===== config.mk =====
export PLATFORM = sky130hd
export DESIGN_NAME = tge_bank
export DESIGN_NICKNAME = d
export VERILOG_FILES = /design/src/tge_pkg.sv /design/src/tge_bank.sv
export VERILOG_INCLUDE_DIRS = /design/src
export SDC_FILE = /design/constraint.sdc
export NUM_CORES = 1
export LEC_CHECK = 0
export BUFFER_PORTS_ARGS = -buffer_cell sky130_fd_sc_hd__clkbuf_2
export CAP_MARGIN = 20
export CORE_MARGIN = 3
export CORE_UTILIZATION = 34
export DETAILED_ROUTE_END_ITERATION = 12
export PLACE_DENSITY = 0.81
export REMOVE_ABC_BUFFERS = 1
export SLEW_MARGIN = 30
export SYNTH_ARGS = -nofsm -noshare
export SYNTH_HDL_FRONTEND = slang
export SYNTH_SLANG_ARGS = --single-unit

===== constraint.sdc =====
create_clock -name clk -period 1.3 [get_ports clk]
set_input_delay 0.065 -clock clk [delete_from_list [all_inputs] [get_ports clk]]
set_output_delay 0.065 -clock clk [all_outputs]
set_load 0.02 [all_outputs]

===== src/tge_regs.svh =====
// register offsets, field positions and reset values for the tuner gain/enable bank
`ifndef TGE_REGS_SVH
`define TGE_REGS_SVH

// ----------------------------------------------------------------------------
// offsets (register index; byte address is four times the index)
// ----------------------------------------------------------------------------
`define TGE_IDX_BB_AMP_OFFSET 6'h1F
`define TGE_IDX_RF_AMP_BIAS 6'h20
`define TGE_IDX_SYS_ENABLE 6'h21

// ----------------------------------------------------------------------------
// reset values and writable masks
// ----------------------------------------------------------------------------
`define TGE_RST_BB_AMP_OFFSET 8'h00
`define TGE_RST_RF_AMP_BIAS 8'h00
`define TGE_RST_SYS_ENABLE 8'h00
`define TGE_MASK_BB_AMP_OFFSET 8'h3F
`define TGE_MASK_RF_AMP_BIAS 8'h1C
`define TGE_MASK_SYS_ENABLE 8'h3D
`define TGE_RST_READDATA 32'h00000000
`define TGE_RST_WAIT 1'b1
`define TGE_READ_PAD 24'h000000
`define TGE_UNMAPPED_VALUE 8'h00

// ----------------------------------------------------------------------------
// field positions
// ----------------------------------------------------------------------------
`define TGE_ADDR_IDX_MSB 7
`define TGE_ADDR_IDX_LSB 2
`define TGE_BB2_MSB 5
`define TGE_BB2_LSB 3
`define TGE_BB1_MSB 2
`define TGE_BB1_LSB 0
`define TGE_RF_BIAS_DIS_BIT 4
`define TGE_RF_OFF_MSB 3
`define TGE_RF_OFF_LSB 2
`define TGE_CP_BIT 5
`define TGE_PS_BIT 4
`define TGE_BB_BIT 3
`define TGE_DCC_BIT 2
`define TGE_RF_EN_BIT 0

`endif


===== src/tge_pkg.sv =====
// types shared by the tuner gain/enable register bank
package tge_pkg;

  // rf amplifier offset select codes
  typedef enum logic [1:0] {
    TGE_RF_OFF_M70DB = 2'h0,
    TGE_RF_OFF_M67DB = 2'h1,
    TGE_RF_OFF_M64DB = 2'h2,
    TGE_RF_OFF_M61DB = 2'h3
  } tge_rf_off_t;

  // bus slave answer phase
  typedef enum logic [0:0] {
    TGE_IDLE,
    TGE_DONE
  } tge_state_t;

endpackage : tge_pkg


===== src/tge_bank.sv =====
// tuner gain and enable register bank, Avalon-MM slave
//
// Design decision made here: the Avalon-MM register port.
`timescale 1ns/1ns
`include "tge_regs.svh"

module tge_bank
  import tge_pkg::*;
(
  input wire logic clk,
  input wire logic reset,
  input wire logic [7:0] address,
  input wire logic read,
  input wire logic write,
  input wire logic [31:0] writedata,
  output logic [31:0] readdata,
  output logic waitrequest,
  output logic [2:0] bb_amp2_offset,
  output logic [2:0] bb_amp1_offset,
  output logic rf_amp_bias_ctl_disable,
  output tge_rf_off_t rf_amp_offset_sel,
  output logic charge_pump_on,
  output logic prescaler_on,
  output logic baseband_on,
  output logic dc_offset_corr_on,
  output logic rf_amp_on
);

  // --------------------------------------------------------------------------
  // storage
  // --------------------------------------------------------------------------
  logic [7:0] bb_off_reg, bb_off_next;
  logic [7:0] rf_reg, rf_next;
  logic [7:0] sys_reg, sys_next;
  logic [31:0] rdata_reg, rdata_next;
  tge_state_t state_reg, state_next;
  logic wait_reg, wait_next;

  // byte address to word index; low address bits are ignored
  function automatic logic [5:0] word_idx(input logic [7:0] a);
    word_idx = a[`TGE_ADDR_IDX_MSB:`TGE_ADDR_IDX_LSB];
  endfunction : word_idx

  // mask a stored value so reserved bits always read zero
  function automatic logic [7:0] reg_read(input logic [5:0] idx, input logic [7:0] b,
                                          input logic [7:0] r, input logic [7:0] s);
    case (idx)
      `TGE_IDX_BB_AMP_OFFSET: reg_read = b & `TGE_MASK_BB_AMP_OFFSET;
      `TGE_IDX_RF_AMP_BIAS: reg_read = r & `TGE_MASK_RF_AMP_BIAS;
      `TGE_IDX_SYS_ENABLE: reg_read = s & `TGE_MASK_SYS_ENABLE;
      default: reg_read = `TGE_UNMAPPED_VALUE; // unmapped reads as zero, writes dropped
    endcase
  endfunction : reg_read

  // --------------------------------------------------------------------------
  // next state: one cycle wait, answer in the second cycle of the request
  // --------------------------------------------------------------------------
  // the fixed wait keeps readdata registered and gives the master a clean edge
  always_comb begin
    bb_off_next = bb_off_reg;
    rf_next = rf_reg;
    sys_next = sys_reg;
    rdata_next = rdata_reg;
    state_next = state_reg;
    case (state_reg)
      TGE_IDLE: begin
        if (read || write) begin
          state_next = TGE_DONE;
          rdata_next = {`TGE_READ_PAD, reg_read(word_idx(address), bb_off_reg, rf_reg, sys_reg)};
          if (write) begin
            case (word_idx(address))
              `TGE_IDX_BB_AMP_OFFSET: bb_off_next = writedata[7:0] & `TGE_MASK_BB_AMP_OFFSET;
              `TGE_IDX_RF_AMP_BIAS: rf_next = writedata[7:0] & `TGE_MASK_RF_AMP_BIAS;
              `TGE_IDX_SYS_ENABLE: sys_next = writedata[7:0] & `TGE_MASK_SYS_ENABLE;
              default: ;
            endcase
          end
        end
      end
      TGE_DONE: state_next = TGE_IDLE;
      default: state_next = TGE_IDLE;
    endcase
    // waitrequest gets its own flop so the bus answer leaves a register like every output
    wait_next = (state_next == TGE_IDLE);
  end

  // --------------------------------------------------------------------------
  // registers
  // --------------------------------------------------------------------------
  always_ff @(posedge clk) begin
    if (reset) begin
      bb_off_reg <= `TGE_RST_BB_AMP_OFFSET;
      rf_reg <= `TGE_RST_RF_AMP_BIAS;
      sys_reg <= `TGE_RST_SYS_ENABLE;
      rdata_reg <= `TGE_RST_READDATA;
      wait_reg <= `TGE_RST_WAIT;
      state_reg <= TGE_IDLE;
    end else begin
      bb_off_reg <= bb_off_next;
      rf_reg <= rf_next;
      sys_reg <= sys_next;
      rdata_reg <= rdata_next;
      state_reg <= state_next;
      wait_reg <= wait_next;
    end
  end

  // --------------------------------------------------------------------------
  // outputs, all straight from flip-flops
  // --------------------------------------------------------------------------
  assign readdata = rdata_reg;
  assign waitrequest = wait_reg; // high except in the answer cycle
  assign bb_amp2_offset = bb_off_reg[`TGE_BB2_MSB:`TGE_BB2_LSB];
  assign bb_amp1_offset = bb_off_reg[`TGE_BB1_MSB:`TGE_BB1_LSB];
  // 0 lets the analog side shut bias of idle stages, 1 keeps it biased
  assign rf_amp_bias_ctl_disable = rf_reg[`TGE_RF_BIAS_DIS_BIT];
  assign rf_amp_offset_sel = tge_rf_off_t'(rf_reg[`TGE_RF_OFF_MSB:`TGE_RF_OFF_LSB]);
  // enables are active high, matching the stored bit
  assign charge_pump_on = sys_reg[`TGE_CP_BIT];
  assign prescaler_on = sys_reg[`TGE_PS_BIT];
  assign baseband_on = sys_reg[`TGE_BB_BIT];
  assign dc_offset_corr_on = sys_reg[`TGE_DCC_BIT];
  assign rf_amp_on = sys_reg[`TGE_RF_EN_BIT];

  // --------------------------------------------------------------------------
  // assertions
  // --------------------------------------------------------------------------
  // properties watch the registers and outputs of this module; the bus inputs serve as antecedents
  // that say a transfer was taken at the previous edge, and writedata also as $past values in the consequents

  // system enable: written bits land at the taking edge and are checked one edge later
  a_sys_write_takes: assert property (@(posedge clk) disable iff (reset)
    (state_reg == TGE_IDLE && write && word_idx(address) == `TGE_IDX_SYS_ENABLE)
    |=> (charge_pump_on == $past(writedata[`TGE_CP_BIT])
         && rf_amp_on == $past(writedata[`TGE_RF_EN_BIT])))
    else $error("system enable write not applied");
  a_sys_mid_takes: assert property (@(posedge clk) disable iff (reset)
    (state_reg == TGE_IDLE && write && word_idx(address) == `TGE_IDX_SYS_ENABLE)
    |=> (prescaler_on == $past(writedata[`TGE_PS_BIT])
         && baseband_on == $past(writedata[`TGE_BB_BIT])
         && dc_offset_corr_on == $past(writedata[`TGE_DCC_BIT])))
    else $error("system enable middle bits not applied");
  a_sys_reserved_zero: assert property (@(posedge clk) disable iff (reset)
    (sys_reg & ~`TGE_MASK_SYS_ENABLE) == 8'h00)
    else $error("reserved enable bits set");
  a_sys_enable_hold: assert property (@(posedge clk) disable iff (reset)
    !(write && state_reg == TGE_IDLE && word_idx(address) == `TGE_IDX_SYS_ENABLE)
    |=> $stable(sys_reg))
    else $error("system enable changed without write");

  // rf amplifier control: fields follow writes and hold otherwise
  a_rf_write_takes: assert property (@(posedge clk) disable iff (reset)
    (state_reg == TGE_IDLE && write && word_idx(address) == `TGE_IDX_RF_AMP_BIAS)
    |=> (rf_amp_bias_ctl_disable == $past(writedata[4])
         && rf_amp_offset_sel == tge_rf_off_t'($past(writedata[3:2]))))
    else $error("rf amp write not applied");
  a_rf_reserved_zero: assert property (@(posedge clk) disable iff (reset)
    (rf_reg & ~`TGE_MASK_RF_AMP_BIAS) == 8'h00)
    else $error("reserved rf amp bits set");
  a_rf_bias_hold: assert property (@(posedge clk) disable iff (reset)
    !(write && state_reg == TGE_IDLE && word_idx(address) == `TGE_IDX_RF_AMP_BIAS)
    |=> $stable(rf_amp_bias_ctl_disable))
    else $error("bias disable changed without write");
  a_rf_offset_hold: assert property (@(posedge clk) disable iff (reset)
    !(write && state_reg == TGE_IDLE && word_idx(address) == `TGE_IDX_RF_AMP_BIAS)
    |=> $stable(rf_amp_offset_sel))
    else $error("rf offset changed without write");

  // baseband offsets: both stage codes follow writes and hold otherwise
  a_bb_write_takes: assert property (@(posedge clk) disable iff (reset)
    (state_reg == TGE_IDLE && write && word_idx(address) == `TGE_IDX_BB_AMP_OFFSET)
    |=> (bb_amp2_offset == $past(writedata[5:3])
         && bb_amp1_offset == $past(writedata[2:0])))
    else $error("baseband offset write not applied");
  a_bb_reserved_zero: assert property (@(posedge clk) disable iff (reset)
    (bb_off_reg & ~`TGE_MASK_BB_AMP_OFFSET) == 8'h00)
    else $error("reserved baseband bits set");
  a_bb_offset_hold: assert property (@(posedge clk) disable iff (reset)
    !(write && state_reg == TGE_IDLE && word_idx(address) == `TGE_IDX_BB_AMP_OFFSET)
    |=> $stable(bb_off_reg))
    else $error("baseband offset changed without write");

  // read back: a read never writes, so the outputs still show what was read
  a_bb_read_back: assert property (@(posedge clk) disable iff (reset)
    (state_reg == TGE_IDLE && read && !write && word_idx(address) == `TGE_IDX_BB_AMP_OFFSET)
    |=> readdata == {26'h0, bb_amp2_offset, bb_amp1_offset})
    else $error("baseband offset read back wrong");
  a_rf_read_back: assert property (@(posedge clk) disable iff (reset)
    (state_reg == TGE_IDLE && read && !write && word_idx(address) == `TGE_IDX_RF_AMP_BIAS)
    |=> readdata == {27'h0, rf_amp_bias_ctl_disable, rf_amp_offset_sel, 2'h0})
    else $error("rf amp read back wrong");
  a_sys_read_back: assert property (@(posedge clk) disable iff (reset)
    (state_reg == TGE_IDLE && read && !write && word_idx(address) == `TGE_IDX_SYS_ENABLE)
    |=> readdata == {26'h0, charge_pump_on, prescaler_on, baseband_on, dc_offset_corr_on,
                     1'b0, rf_amp_on})
    else $error("system enable read back wrong");
  a_unmapped_read_zero: assert property (@(posedge clk) disable iff (reset) // unmapped word
    (state_reg == TGE_IDLE && read && !write
     && word_idx(address) != `TGE_IDX_BB_AMP_OFFSET
     && word_idx(address) != `TGE_IDX_RF_AMP_BIAS
     && word_idx(address) != `TGE_IDX_SYS_ENABLE)
    |=> readdata == 32'h00000000)
    else $error("unmapped word read not zero");

  // bus handshake: one answer cycle per taken request, idle otherwise
  a_bus_answer_next: assert property (@(posedge clk) disable iff (reset) // bus handshake
    (state_reg == TGE_IDLE && (read || write)) |=> !waitrequest ##1 waitrequest)
    else $error("bus answer not one cycle after request");
  a_bus_idle_wait: assert property (@(posedge clk) disable iff (reset) // bus handshake
    (state_reg == TGE_IDLE && !read && !write) |=> waitrequest)
    else $error("bus answered without a request");

  // reset: checked one edge later so no history from before time zero is needed
  a_reset_clears_all: assert property (@(posedge clk)
    reset |=> (sys_reg == `TGE_RST_SYS_ENABLE && rf_reg == `TGE_RST_RF_AMP_BIAS
               && bb_off_reg == `TGE_RST_BB_AMP_OFFSET && readdata == `TGE_RST_READDATA
               && waitrequest))
    else $error("state not cleared by reset");

endmodule : tge_bank


==> results.sh <==
export IMPL_vias=884
export IMPL_clock_skew_ns=0.00420
export IMPL_drc=0
export IMPL_fin_crit_sh=0.924
export IMPL_routabilityCongestion=0.696
export IMPL_wl_mm=2.30
export IMPL_cp_max_fo=3
export IMPL_syn_inst=111
export IMPL_port_buffers=36
export IMPL_initial_utilization=0.377
export IMPL_antenna_cells=0
export IMPL_rrSetupSlack_ns=0.1
export IMPL_final_cell_mix="clkbuf_2, conb_1, dfxtp_1"
export IMPL_reg2regPathDepth=5
export IMPL_r2r_start="state_reg"
export IMPL_period_needed_ns=1.20
export IMPL_yosys_area_top_type_share=0.402
export IMPL_cts_sinks=22
export IMPL_path_clk_slew_ns=0.12
export IMPL_crit_chain="nor2b_4 > nor3b_4 > buf_4 > mux2i_1 > nor2_1"
export IMPL_ant_nets=0
export IMPL_final_area_sq_mm=0.00134
export IMPL_h_tree_depth=1
export IMPL_hold_ws_ns=-0.0000876
export IMPL_min_path_type="in -> reg"
export IMPL_worstPathArrival_ns=1.42
export IMPL_hold_depth=2
export IMPL_slowest_delay_ns=0.36
export IMPL_fillers=301
export IMPL_dp_hpwl_mm=1.84
export IMPL_finalSetupViolations=0
export IMPL_wire_per_inst_um=11.6
export IMPL_nNetsFinal=202
export IMPL_path_buf_inv=1
export IMPL_via_per_inst=4.44
export IMPL_post_cts_buffers=0
export IMPL_powerDensity_mw_per_mm2=917
export IMPL_grt_max_degree=16
export IMPL_first_iter_violations=13
export IMPL_layout_commonest_cell="clkbuf_2"
export IMPL_grt_pass1_vias=786
export IMPL_hold_path_endpoint="waitrequest"
export IMPL_synth_area_leader_cell="dfxtp_1"
export IMPL_std_cell_rows=19
export IMPL_placed_area_sq_mm=0.00128
export IMPL_drv_cap=0
export IMPL_yosysWarnings=0
export IMPL_grt_first_pass_wirelength_mm=3.62
export IMPL_final_core_util=0.461
export IMPL_syn_avg_cell_area_sq_um=9.86
export IMPL_io_pin_count=91
export IMPL_rsz0062_at_grt="no"
export IMPL_fin_cells=199
export IMPL_max_freq_mhz=833
export IMPL_p_leak_uw=0.000681
export IMPL_outcome="complete, but fails checks"
export IMPL_syn_to_final_growth_pct=22.1
export IMPL_cp_top_family="simple AND/OR/NAND/NOR gates"
export IMPL_yosys_top_cells_area="dfxtp_1, buf_4, mux2i_1, nor2_1, o21ai_2"
export IMPL_slowest_stage="dfxtp_2"
export IMPL_yosysUniqueCellTypes=22
export IMPL_hp_start="read"
export IMPL_violations="hold timing"
export IMPL_ir_drop_mv=0.698
export IMPL_ys_seq_elements=22
export IMPL_total_power_uw=1220
export IMPL_layout_drive_gt1_share=0.376
export IMPL_grt_util_all_layers=0.117
export IMPL_clock_latency_ns=0.31
export IMPL_regArea_sq_um=442
export IMPL_syn_cell_area_sq_mm=0.00109
export IMPL_cts_tree="done"
export IMPL_dieArea_sq_mm=0.00394
export IMPL_drtPass1Iterations=4
export IMPL_r2r_end="bb_off_reg[3]"
export IMPL_die_h_um=62.7
export IMPL_finalSetupTns_ns=0
export IMPL_overflow=0
export IMPL_cp_end_kind="register"
export IMPL_die_width_um=62.7
export IMPL_clock_path_buffers=2
export IMPL_path_class="reg -> reg"
export IMPL_yosysSeqAreaShare=0.402
export IMPL_antenna_found_initial=0
export IMPL_start_kind="register"
export IMPL_numCtsBuffers=3
export IMPL_core_sq_mm=0.00290
export IMPL_root_buffer="clkbuf_4"
export IMPL_report_final_slew_viol_count=0
export IMPL_cp_data_required_time_ns=1.52
export IMPL_multi_input_area_sq_um=548
export IMPL_hold_violations=1
export IMPL_placed_cells=194
[routing by layer]
metal | track usage | wire [um]
met3 | 0.0504 | 235
met1 | 0.131 | 955
met5 | 0 | 0
met2 | 0.196 | 1080
met4 | 0.0413 | 28
[stage by stage]
stage	hold slack, ns	setup WS [ns]
floorplan	0.137	0.0885
global placement	0.316	0.0253
detailed placement	0.330	0.0147
CTS	0.00104	0.00628
global route	0.00339	0.00633
finish	-0.0000876	0.0989
[how the worst max path moves through the flow]
stage / startpoint / endpoint / slack [ns] / cells after the start
2_1_floorplan: state_reg / bb_off_reg[0] / 0.09 / 4
3_3_place_gp: address[5] / readdata[4] / 0.03 / 4
3_5_place_dp: address[5] / readdata[2] / 0.01 / 4
4_1_cts: state_reg / bb_off_reg[1] / 0.006 / 5
5_1_grt: state_reg / bb_off_reg[0] / 0.006 / 5
6_report: state_reg / bb_off_reg[3] / 0.1 / 5
[synthesized netlist by cell type, drive strengths merged]
| master | instances |
|---|---|
| a22o | 1 |
| inv | 1 |
| nand4 | 1 |
| nor2 | 16 |
| nor2b | 2 |
| nor3 | 1 |
| o21ba | 1 |
| nand2 | 3 |
| o21ai | 6 |
| buf | 27 |
| nor3b | 1 |
| conb | 1 |
| or4b | 1 |
| clkbuf | 1 |
| mux2i | 17 |
| dfxtp | 22 |
| nor4b | 1 |
| or3 | 1 |
| nand4b | 2 |
| a22oi | 5 |
[final cells by class]
cell class                 count  share of cell area
clock buffer                   4              0.0272
inverter                       1             0.00281
multi-input combinational     85               0.410
sequential                    22               0.331
tap                           42              0.0393
timing repair buffer          45               0.190
[kinds of logic (layout without fill, tap and decap cells)]
kind of cell / after synthesis / after routing / synth area share
flops: 22 / 22 / 0.402
compound gates: 13 / 13 / 0.0960
mux: 17 / 17 / 0.155
buf+inv: 29 / 50 / 0.190
simple gates: 29 / 29 / 0.153
other cells: 1 / 26 / 0.00343
[where the power goes]
| group | internal, uW | switching, uW |
|---|---|---|
| registers | 681 | 4.66 |
| logic | 45.9 | 118 |
| clock network | 171 | 204 |
| total | 898 | 327 |
[repair_timing]
| item | CTS | global route |
|---|---|---|
| resized for setup | 0 | 5 |
| endpoints found under the setup margin | 0 | 11 |
| hold endpoints to repair | 0 | 1 |
| hold buffers | 0 | 1 |
Note: power is estimated with default switching activity, not from simulation.
